File: config.mk
export PLATFORM = sky130hd
export DESIGN_NAME = aps_profiler
export DESIGN_NICKNAME = d
export VERILOG_FILES = /design/src/aps_pkg.sv /design/src/aps_pulse_gen.sv /design/src/aps_profiler.sv
export SDC_FILE = /design/constraint.sdc
export NUM_CORES = 2
export LEC_CHECK = 0
export BUFFER_PORTS_ARGS = -buffer_cell sky130_fd_sc_hd__buf_2
export CAP_MARGIN = 20
export CORE_UTILIZATION = 31
export CTS_CLUSTER_SIZE = 20
export DETAILED_ROUTE_END_ITERATION = 10
export GPL_TIMING_DRIVEN = 0
export SLEW_MARGIN = 20
export SYNTH_ARGS = -nofsm -noshare
export SYNTH_HDL_FRONTEND = slang
export SYNTH_SLANG_ARGS = --single-unit
export TNS_END_PERCENT = 1
File: constraint.sdc
create_clock -name ref_clk -period 9.11 [get_ports ref_clk]
set_input_delay 2.2775 -clock ref_clk [delete_from_list [all_inputs] [get_ports ref_clk]]
set_output_delay 2.2775 -clock ref_clk [all_outputs]
set_load 0.005 [all_outputs]
File: src/aps_pkg.sv
// Shared constants and types for the axis pulse speed profiler.
package aps_pkg;
    localparam int CLK_NS        = 25;
    localparam int PULSE_HIGH_NS = 500;
    localparam int PULSE_CYC     = (PULSE_HIGH_NS + CLK_NS - 1) / CLK_NS;
    localparam int RAMP_TICK_NS  = 1000;
    localparam int RAMP_CYC      = RAMP_TICK_NS / CLK_NS;
    localparam int DATA_W        = 16;
    localparam int ADDR_W        = 4;

    localparam logic [3:0] ADDR_CMD     = 4'h0;
    localparam logic [3:0] ADDR_STOPCFG = 4'h1;
    localparam logic [3:0] ADDR_MODE    = 4'h2;
    localparam logic [3:0] ADDR_INIT    = 4'h3;
    localparam logic [3:0] ADDR_DRIVE   = 4'h4;
    localparam logic [3:0] ADDR_ACCEL   = 4'h5;
    localparam logic [3:0] ADDR_DECEL   = 4'h6;
    localparam logic [3:0] ADDR_PULSES  = 4'h7;
    localparam logic [3:0] ADDR_DPOINT  = 4'h8;
    localparam logic [3:0] ADDR_STATUS  = 4'h9;
    localparam logic [3:0] ADDR_SPEED   = 4'hA;

    localparam logic [7:0] CMD_FIX_PLUS   = 8'h20;
    localparam logic [7:0] CMD_FIX_MINUS  = 8'h21;
    localparam logic [7:0] CMD_CONT_PLUS  = 8'h22;
    localparam logic [7:0] CMD_CONT_MINUS = 8'h23;
    localparam logic [7:0] CMD_DEC_STOP   = 8'h26;
    localparam logic [7:0] CMD_SUD_STOP   = 8'h27;
    localparam logic [7:0] CMD_SET_DPOINT = 8'h07;

    localparam logic [15:0] STOPCFG_RST = 16'h0000;
    localparam logic [15:0] MODE_RST    = 16'h0000;
    localparam logic [15:0] PARAM_RST   = 16'h0000;
    localparam logic [5:0]  STOPCFG_MSK = 6'h3F;

    typedef struct packed {
        logic [9:0] rsvd_hi;
        logic       tri_prev;
        logic [2:0] rsvd_mid;
        logic       separate_decel_enable;
        logic       manual_decel_point_select;
    } aps_mode_t;

    typedef enum logic [1:0] {
        PH_IDLE  = 2'b00,
        PH_ACC   = 2'b01,
        PH_CONST = 2'b10,
        PH_DEC   = 2'b11
    } aps_phase_t;
endpackage

File: src/aps_pulse_gen.sv
// Rate accumulator that emits whole drive pulses of fixed width.
`timescale 1ns/1ps
module aps_pulse_gen #(
    parameter int SPD_W = 16,
    parameter int ACC_W = 24,
    parameter int PW    = aps_pkg::PULSE_CYC
) (
    // Clock and reset.
    input  wire logic             ref_clk,
    input  wire logic             reset_n,
    // Rate control.
    input  wire logic [SPD_W-1:0] speed,
    input  wire logic             run,
    // Pulse side.
    output logic                  pulse_q,
    output logic                  start,
    output logic                  busy
);
    logic [ACC_W-1:0] acc_q;
    logic [ACC_W:0]   acc_sum;
    logic [7:0]       width_q;

    assign acc_sum = {1'b0, acc_q} + {{(ACC_W + 1 - SPD_W){1'b0}}, speed};
    assign busy    = pulse_q;
    // A pulse only begins when none is running, so a stop never cuts one short.
    assign start   = run && acc_sum[ACC_W] && !pulse_q;

    always_ff @(posedge ref_clk) begin
        if (!reset_n) begin
            acc_q <= '0;
        end else if (!run) begin
            acc_q <= '0;
        end else begin
            acc_q <= acc_sum[ACC_W-1:0];
        end
    end

    always_ff @(posedge ref_clk) begin
        if (!reset_n) begin
            pulse_q <= 1'b0;
            width_q <= 8'h00;
        end else if (start) begin
            pulse_q <= 1'b1;
            width_q <= 8'(PW - 1);
        end else if (width_q != 8'h00) begin
            width_q <= width_q - 8'h01;
        end else begin
            pulse_q <= 1'b0;
        end
    end
endmodule // aps_pulse_gen

File: src/aps_profiler.sv
// Single-axis speed profiler with register port, halt inputs and pulse output.
`timescale 1ns/1ps
// How it works
// - Continuous driving emits pulses until a stop command or enabled halt input.
// - Drive speed may change during continuous driving; the rate follows it.
// - Two stop commands: decelerating stop ramps down in ramped driving, sudden stop ends at once.
// - Three halt inputs, each with enable and active-level bits in bits 5..0.
// - A halt input during ramped continuous driving gives a decelerating stop.
// - A halt input during constant-speed driving gives a sudden stop.
// - Fixed or continuous command starts plus or minus driving in the chosen mode.
// - Drive speed not above initial speed means constant speed, no ramps.
// - Acceleration raises speed linearly from initial speed up to drive speed.
// - Symmetric fixed driving decelerates when remaining pulses drop below acceleration pulses.
// - Deceleration uses the same slope down to initial speed; ends after all pulses.
// - Stop during acceleration or short counts decelerate from the current speed.
// - Triangle prevention holds speed once acceleration pulses exceed a quarter of the total.
// - Triangle prevention is off after reset, on by mode bit 5.
// - Non-symmetric fixed driving computes its deceleration point from count and rates.
// - Mode bit 1 selects the separate deceleration rate while decelerating.
// - Mode bit 0 clear selects the automatic deceleration point.
module aps_profiler #(
    parameter int DW = aps_pkg::DATA_W,
    parameter int AW = aps_pkg::ADDR_W
) (
    // Clock and reset.
    input  wire logic          ref_clk,
    input  wire logic          reset_n,
    // Register port.
    input  wire logic [AW-1:0] reg_addr,
    input  wire logic [DW-1:0] reg_wdata,
    input  wire logic          reg_wr,
    input  wire logic          reg_rd,
    output logic      [DW-1:0] reg_rdata_q,
    // Halt pins, index 2 carries Z-phase, 1 home, 0 near home.
    input  wire logic [2:0]    external_halt_inputs,
    // Motor driver side.
    output logic               drive_pulse,
    output logic               direction_q,
    output logic               driving_q
);
    aps_pkg::aps_mode_t  mode_q;
    aps_pkg::aps_phase_t phase_q, phase_d;
    logic [5:0]    stopcfg_q;
    logic [DW-1:0] init_q, drive_q, accel_q, decel_q, total_q, dpoint_q, man_pt_q;
    logic [DW-1:0] speed_q, speed_d, rem_q, acc_cnt_q;
    logic [31:0]   wacc_q;
    logic          fixed_q, const_q, stopping_q;
    logic [2:0]    halt_s1_q, halt_s2_q;
    logic [7:0]    tick_cnt_q;
    logic          tick;

    // Register decode.
    wire wr_cmd    = reg_wr && (reg_addr == aps_pkg::ADDR_CMD);
    wire [7:0] cmd = reg_wdata[7:0];
    wire cmd_start = wr_cmd && !driving_q && (cmd[7:2] == aps_pkg::CMD_FIX_PLUS[7:2]);
    wire cmd_fix   = !cmd[1];
    wire cmd_dstop = wr_cmd && (cmd == aps_pkg::CMD_DEC_STOP);
    wire cmd_sstop = wr_cmd && (cmd == aps_pkg::CMD_SUD_STOP);
    wire cmd_dpt   = wr_cmd && (cmd == aps_pkg::CMD_SET_DPOINT);

    // Halt inputs: enable at bit 2i, active-high level at bit 2i+1.
    wire [2:0] halt_en  = {stopcfg_q[4], stopcfg_q[2], stopcfg_q[0]};
    wire [2:0] halt_lvl = {stopcfg_q[5], stopcfg_q[3], stopcfg_q[1]};
    wire halt_hit = driving_q && |(halt_en & ~(halt_s2_q ^ halt_lvl));

    // Profile arithmetic.
    wire [DW-1:0] dec_rate = mode_q.separate_decel_enable ? decel_q : accel_q;
    wire [DW-1:0] floor_v  = (stopping_q || fixed_q || drive_q < init_q) ? init_q : drive_q;
    wire [DW:0]   acc_sum  = {1'b0, speed_q} + {1'b0, accel_q};
    wire [DW:0]   dec_dif  = {1'b0, speed_q} - {1'b0, dec_rate};
    wire [31:0]   rem_w    = rem_q * dec_rate;
    wire auto_dec  = !mode_q.manual_decel_point_select && (rem_w < wacc_q);
    wire man_dec   = mode_q.manual_decel_point_select && (rem_q <= man_pt_q);
    wire need_dec  = fixed_q && (auto_dec || man_dec);
    wire tri_hold  = mode_q.tri_prev && fixed_q && ({acc_cnt_q, 2'b00} > {2'b00, total_q});
    wire fix_done  = fixed_q && (rem_q == '0);
    wire run       = driving_q && !fix_done;
    wire p_start;
    wire p_busy;

    aps_pulse_gen #(
        .SPD_W (DW)
    ) u_pulse (
        .ref_clk (ref_clk),
        .reset_n (reset_n),
        .speed   (speed_q),
        .run     (run),
        .pulse_q (drive_pulse),
        .start   (p_start),
        .busy    (p_busy)
    );

    // Ramp update rate divider.
    assign tick = (tick_cnt_q == 8'(aps_pkg::RAMP_CYC - 1));

    always_ff @(posedge ref_clk) begin
        if (!reset_n || tick) begin
            tick_cnt_q <= 8'h00;
        end else begin
            tick_cnt_q <= tick_cnt_q + 8'h01;
        end
    end

    always_ff @(posedge ref_clk) begin
        if (!reset_n) begin
            halt_s1_q <= 3'b000;
            halt_s2_q <= 3'b000;
        end else begin
            halt_s1_q <= external_halt_inputs;
            halt_s2_q <= halt_s1_q;
        end
    end

    // Register file writes.
    always_ff @(posedge ref_clk) begin
        if (!reset_n) begin
            stopcfg_q <= aps_pkg::STOPCFG_RST[5:0];
            mode_q    <= aps_pkg::MODE_RST;
            init_q    <= aps_pkg::PARAM_RST;
            drive_q   <= aps_pkg::PARAM_RST;
            accel_q   <= aps_pkg::PARAM_RST;
            decel_q   <= aps_pkg::PARAM_RST;
            total_q   <= aps_pkg::PARAM_RST;
            dpoint_q  <= aps_pkg::PARAM_RST;
        end else if (reg_wr) begin
            unique case (reg_addr)
                aps_pkg::ADDR_STOPCFG: stopcfg_q <= reg_wdata[5:0] & aps_pkg::STOPCFG_MSK;
                aps_pkg::ADDR_MODE:    mode_q    <= reg_wdata;
                aps_pkg::ADDR_INIT:    init_q    <= reg_wdata;
                aps_pkg::ADDR_DRIVE:   drive_q   <= reg_wdata;
                aps_pkg::ADDR_ACCEL:   accel_q   <= reg_wdata;
                aps_pkg::ADDR_DECEL:   decel_q   <= reg_wdata;
                aps_pkg::ADDR_PULSES:  total_q   <= reg_wdata;
                aps_pkg::ADDR_DPOINT:  dpoint_q  <= reg_wdata;
                default: ;
            endcase
        end
    end

    // Register reads, answered one cycle later.
    wire [DW-1:0] status_w = {10'h000, halt_s2_q, p_busy, phase_q};
    wire [DW-1:0] rd_mux =
        (reg_addr == aps_pkg::ADDR_STOPCFG) ? {10'h000, stopcfg_q} :
        (reg_addr == aps_pkg::ADDR_MODE)    ? mode_q :
        (reg_addr == aps_pkg::ADDR_INIT)    ? init_q :
        (reg_addr == aps_pkg::ADDR_DRIVE)   ? drive_q :
        (reg_addr == aps_pkg::ADDR_ACCEL)   ? accel_q :
        (reg_addr == aps_pkg::ADDR_DECEL)   ? decel_q :
        (reg_addr == aps_pkg::ADDR_PULSES)  ? rem_q :
        (reg_addr == aps_pkg::ADDR_DPOINT)  ? man_pt_q :
        (reg_addr == aps_pkg::ADDR_STATUS)  ? status_w :
        (reg_addr == aps_pkg::ADDR_SPEED)   ? speed_q : '0;

    always_ff @(posedge ref_clk) begin
        if (!reset_n) begin
            reg_rdata_q <= '0;
        end else begin
            reg_rdata_q <= reg_rd ? rd_mux : '0;
        end
    end

    // Phase sequencing.
    always_comb begin
        phase_d = phase_q;
        speed_d = speed_q;
        unique case (phase_q)
            aps_pkg::PH_IDLE: begin
                if (cmd_start && drive_q <= init_q) begin
                    phase_d = aps_pkg::PH_CONST;
                    speed_d = drive_q;
                end else if (cmd_start) begin
                    phase_d = aps_pkg::PH_ACC;
                    speed_d = init_q;
                end
            end
            aps_pkg::PH_ACC: begin
                if (stopping_q || need_dec) begin
                    phase_d = aps_pkg::PH_DEC;
                end else if (tri_hold || drive_q < speed_q) begin
                    phase_d = (drive_q < speed_q) ? aps_pkg::PH_DEC : aps_pkg::PH_CONST;
                end else if (tick) begin
                    speed_d = (acc_sum > {1'b0, drive_q}) ? drive_q : acc_sum[DW-1:0];
                    if (acc_sum >= {1'b0, drive_q}) begin
                        phase_d = aps_pkg::PH_CONST;
                    end
                end
            end
            aps_pkg::PH_CONST: begin
                if (const_q) begin
                    speed_d = drive_q;
                end else if (stopping_q || need_dec || drive_q < speed_q) begin
                    phase_d = aps_pkg::PH_DEC;
                end else if (!fixed_q && drive_q > speed_q) begin
                    phase_d = aps_pkg::PH_ACC;
                end
            end
            aps_pkg::PH_DEC: begin
                if (!fixed_q && !stopping_q && drive_q > speed_q) begin
                    phase_d = aps_pkg::PH_ACC;
                end else if (tick) begin
                    if (dec_dif[DW] || dec_dif[DW-1:0] <= floor_v) begin
                        speed_d = floor_v;
                        if (!stopping_q && !fixed_q) begin
                            phase_d = aps_pkg::PH_CONST;
                        end
                    end else begin
                        speed_d = dec_dif[DW-1:0];
                    end
                end
            end
        endcase
    end

    wire dec_stop_end = stopping_q && phase_q == aps_pkg::PH_DEC && speed_q <= init_q;
    wire end_now = cmd_sstop || fix_done || dec_stop_end ||
                   (halt_hit && const_q) || (cmd_dstop && const_q);

    always_ff @(posedge ref_clk) begin
        if (!reset_n) begin
            phase_q     <= aps_pkg::PH_IDLE;
            speed_q     <= '0;
            driving_q   <= 1'b0;
            direction_q <= 1'b0;
            fixed_q     <= 1'b0;
            const_q     <= 1'b0;
            stopping_q  <= 1'b0;
        end else if (cmd_start) begin
            phase_q     <= phase_d;
            speed_q     <= speed_d;
            driving_q   <= 1'b1;
            direction_q <= cmd[0];
            fixed_q     <= cmd_fix;
            const_q     <= drive_q <= init_q;
            stopping_q  <= 1'b0;
        end else if (driving_q && end_now) begin
            phase_q    <= aps_pkg::PH_IDLE;
            driving_q  <= 1'b0;
            stopping_q <= 1'b0;
        end else if (driving_q) begin
            phase_q    <= phase_d;
            speed_q    <= speed_d;
            stopping_q <= stopping_q || cmd_dstop || halt_hit;
        end
    end

    // Pulse accounting for the deceleration points, triangle prevention and fixed count.
    always_ff @(posedge ref_clk) begin
        if (!reset_n) begin
            rem_q     <= '0;
            acc_cnt_q <= '0;
            wacc_q    <= '0;
            man_pt_q  <= '0;
        end else begin
            if (cmd_dpt) begin
                man_pt_q <= dpoint_q;
            end
            if (cmd_start) begin
                rem_q     <= total_q;
                acc_cnt_q <= '0;
                wacc_q    <= '0;
            end else if (p_start) begin
                rem_q <= fixed_q ? rem_q - 1'b1 : rem_q;
                if (phase_q == aps_pkg::PH_ACC) begin
                    acc_cnt_q <= acc_cnt_q + 1'b1;
                    wacc_q    <= wacc_q + {16'h0000, accel_q};
                end
            end
        end
    end

    localparam int PW_A = aps_pkg::PULSE_CYC;

    a_pulse_whole: assert property (@(posedge ref_clk) disable iff (!reset_n)
        $rose(drive_pulse) |-> drive_pulse [*2] ##(PW_A - 2) drive_pulse ##1 !drive_pulse)
        else $error("drive pulse width wrong");
    a_sudden_end: assert property (@(posedge ref_clk) disable iff (!reset_n)
        (driving_q && cmd_sstop) |=> !driving_q && phase_q == aps_pkg::PH_IDLE)
        else $error("sudden stop did not end driving");
    a_const_start: assert property (@(posedge ref_clk) disable iff (!reset_n)
        (cmd_start && drive_q <= init_q) |=> phase_q == aps_pkg::PH_CONST && speed_q == drive_q)
        else $error("constant start wrong");
    a_cont_keeps: assert property (@(posedge ref_clk) disable iff (!reset_n)
        (driving_q && !fixed_q && !wr_cmd && !halt_hit && !stopping_q) |=> driving_q)
        else $error("continuous drive ended early");
    a_halt_const: assert property (@(posedge ref_clk) disable iff (!reset_n)
        (halt_hit && const_q && !wr_cmd) |=> !driving_q)
        else $error("halt did not stop constant drive");
    a_halt_ramp: assert property (@(posedge ref_clk) disable iff (!reset_n)
        (halt_hit && !const_q && !wr_cmd && !end_now) |=> stopping_q && driving_q)
        else $error("halt did not start decelerating stop");
    a_tri_reset: assert property (@(posedge ref_clk)
        $rose(reset_n) |-> !mode_q.tri_prev)
        else $error("triangle prevention on after reset");
    a_acc_ceiling: assert property (@(posedge ref_clk) disable iff (!reset_n)
        (phase_q == aps_pkg::PH_ACC && tick && !need_dec && !stopping_q && !tri_hold
         && drive_q >= speed_q && !wr_cmd)
        |=> speed_q == ($past(acc_sum) > {1'b0, $past(drive_q)} ? $past(drive_q)
                        : $past(acc_sum[DW-1:0])))
        else $error("acceleration step wrong");
    a_fixed_end: assert property (@(posedge ref_clk) disable iff (!reset_n)
        (driving_q && fix_done && !cmd_start) |=> !driving_q)
        else $error("fixed drive did not end at zero count");
    a_sep_rate: assert property (@(posedge ref_clk) disable iff (!reset_n)
        (phase_q == aps_pkg::PH_DEC && tick && !end_now && !wr_cmd && !reg_wr
         && mode_q.separate_decel_enable && !dec_dif[DW] && dec_dif[DW-1:0] > floor_v
         && (fixed_q || stopping_q || drive_q <= speed_q))
        |=> speed_q == $past(speed_q) - $past(decel_q))
        else $error("deceleration rate not taken from decel register");
endmodule // aps_profiler

==> results.toml <==
[synthesis]
yosys_warnings = 0
synth_seq_cells = 284
synth_common_cells = "nand2_1, inv_1, ha_1, a21oi_1, dfxtp_1"
synth-edff-count = 0
yosysTopAreaCell = "dfxtp_1"
synth_area_leaders = "dfxtp_1, fa_1, ha_1"
async_reset_ff_frac = 0
netlist_area_mm2 = 0.0272
yosysMostFrequentCell = "nand2_1"
syn-instance-count = 3351
yosys.cell_types.count = 90
syn_avg_cell_area_um2 = 8.12
synth_top_area_share = 0.209
ys.flop_type = "dfxtp_1"
seq_area_frac_synth = 0.209
syn_nets = 3889

[clocking]
h-tree-depth = 1
cts-root-buf = "clkbuf_16"
clkTransAtPathRegs_ps = 70
cts.path.max_buffers = 3
cts_tree = "done"
cts_sinks = 284
insertion_delay_ps = 620
cts_hold_buf = 0
cts_buffers = 31

[floorplan]
die_x_um = 298
initial_core_util = 0.313
boundaryPins = 46
fp.coreArea_mm2 = 0.0869
dieArea_mm2 = 0.0890
row_count = 108
fp.dieH_um = 298

[worst_setup_path]
r2r_start = "mode_q[1]"
cpMaxStageDelayCell = "fa_1"
worstRegToRegCells = 35
max_stage_delay_ps = 560
r2r_end = "speed_q[3]"
path_common_cell = "fa_1"
crit_type = "flip-flop to flip-flop"
cp-start-kind = "flip-flop"
r2r_setup_slack_ps = 260
required_ps = 9630
cp-end-kind = "flip-flop"
arrival_ps = 9370
path_max_fanout = 10

[detailed_routing]
drtIter0Drc = 2343
totalWireLength_um = 97900
num_vias = 24500
drcViolationCount = 0
firstDrtPassIters = 9
ant_nets = 0
wire_per_inst_um = 21.2
vias_per_cell = 5.30

[worst_hold_path]
min_from = "halt_s1_q[2]"
whs_endpoint = "halt_s2_q[2]"
hp-class = "flip-flop to flip-flop"
whs_path_depth = 1

[timing]
skew_ps = 15.9
slew_headroom = 0.230
hold_viol_final = 0
period_share = 0.972
rsz0062_at_grt = "yes"
max_slew.worst_pin.slew_ps = 1140
slew_viol_final = 0
max_freq_ghz = 0.113
fin_crit_ps = 8850
setup_viol = 0

[global_routing]
grt_pass1_vias = 23300
grt_pass1_wl_um = 146000
grt_usage = 0.216
grt_max_degree = 20
overflow = 0
grt_antenna_before_repair = 4

[placement]
place_congestion = 0.996
dp_hpwl_um = 75500
io_buffers = 40
dp.cells = 4546

[final_layout]
fin_util = 0.353
layout.nets = 3985
reg_top3 = "wacc_q: 32 flops, u_pulse.acc_q: 24 flops"
area_growth_pct = 12.9
top_register = "wacc_q"
drive_above_1_share = 0.0867
largest_reg_flops = 32
instances_no_fill = 4630

[power_and_ir_drop]
comb_power_share = 0.122
clock_power_share = 0.458
power_density_mw_per_mm2 = 99.8
switchingPower_uw = 851
p_sw_frac = 0.278
ir_drop_uv = 141
power_frac_seq = 0.420
p_int_uw = 2210
p_leak_uw = 0.0130

[flow_run]
maxCapViolations = 0

[run_status]
outcome = "finished clean"
[layout by cell type, fill, tap and decap left out, types with 39 or more instances in the layout]
cell      Yosys  final
nand2_1     523    523
inv_1       394    390
ha_1        313    309
a21oi_1     298    284
dfxtp_1     284    274
fa_1        198    198
nor2_1      184    183
clkbuf_1    132     91
o21ai_0      88     85
xnor2_1      85     85
and2_1       71     70
nor2b_1      67     67
buf_2         8     52
a21o_1       49     49
nand3_1      49     47
nor3_1       43     42
nand4_1      41     41
mux2i_1      42     39
[power groups by stage]
stage                     Combinational, uW  Clock [uW]  Sequential [uW]
final                                   374        1400             1290
after global routing                    405        1470             1290
after CTS                               362        1420             1290
after global placement                  355           0             1320
after detailed placement                354           0             1320
after floorplan                         249           0             1310
[metal layers]
layer | up-vias | global-route usage | wire length, um | part of all wire
li1 | 11500 | - | - | -
met1 | 11800 | 0.292 | 42000 | 0.43
met2 | 990 | 0.344 | 43100 | 0.44
met3 | 204 | 0.0362 | 8270 | 0.084
met4 | 2 | 0.0834 | 4530 | 0.046
met5 | - | 0 | 16 | 0.00016
[logic make-up after synthesis]
group,share of synthesized area
AND/OR/NAND/NOR,0.190
flip-flops,0.209
multiplexers,0.0259
XOR/XNOR,0.0380
buffers and inverters,0.0792
AO/OA/AOI/OAI,0.168
adder cells (fa/ha/maj),0.290
[worst max-delay path by stage]
| stage | from | end | slack (ps) | cells after the start |
|---|---|---|---|---|
| 2_1_floorplan | mode_q[1] | speed_q[7] | 650 | 37 |
| 3_3_place_gp | mode_q[1] | speed_q[0] | -1320 | 36 |
| 3_5_place_dp | mode_q[1] | speed_q[0] | -1330 | 35 |
| 4_1_cts | mode_q[1] | speed_q[13] | 5 | 38 |
| 5_1_grt | rem_q[10] | speed_q[13] | -70 | 34 |
| 6_report | mode_q[1] | speed_q[3] | 260 | 35 |
[critical path: cells and delay by family (launching register included)]
family          cells  cell delay [ps]
mux                 2              510
fa+ha+maj           8             3800
buf+inv             8              950
compound gates     14             2760
simple gates        3              310
flops               1              380
[cell type report]
type / count / area [um2]
clock inverter: 15 / 234
inverter: 394 / 1490
timing repair buffer: 66 / 435
multi-input combinational: 2516 / 19700
antenna: 5 / 12.5
sequential: 284 / 5710
buffer: 154 / 862
tap: 1155 / 1450
fill: 9093 / 56200
clock buffer: 41 / 873
[what timing repair did]
item                                    in CTS  in global routing
endpoints found under the setup margin      18                 18
pin swaps                                    6                 29
cloned                                       0                  3
setup buffers                               13                 10
resized for setup                           94                112
[stage by stage]
step / hold slack [ps] / power [uW] / setup TNS (ps) / setup WS [ps] / cell area (um2)
floorplan: 412 / 1550 / 0 / 653 / 27200
global placement: 415 / 1670 / -22500 / -1320 / 28900
detailed placement: 420 / 1670 / -22890 / -1330 / 28900
CTS: 435 / 3070 / 0 / 4.95 / 30300
global route: 447 / 3170 / -581 / -72.4 / 30700
finish: 432 / 3060 / 0 / 258 / 30700
(Power assumes the default switching activity.)
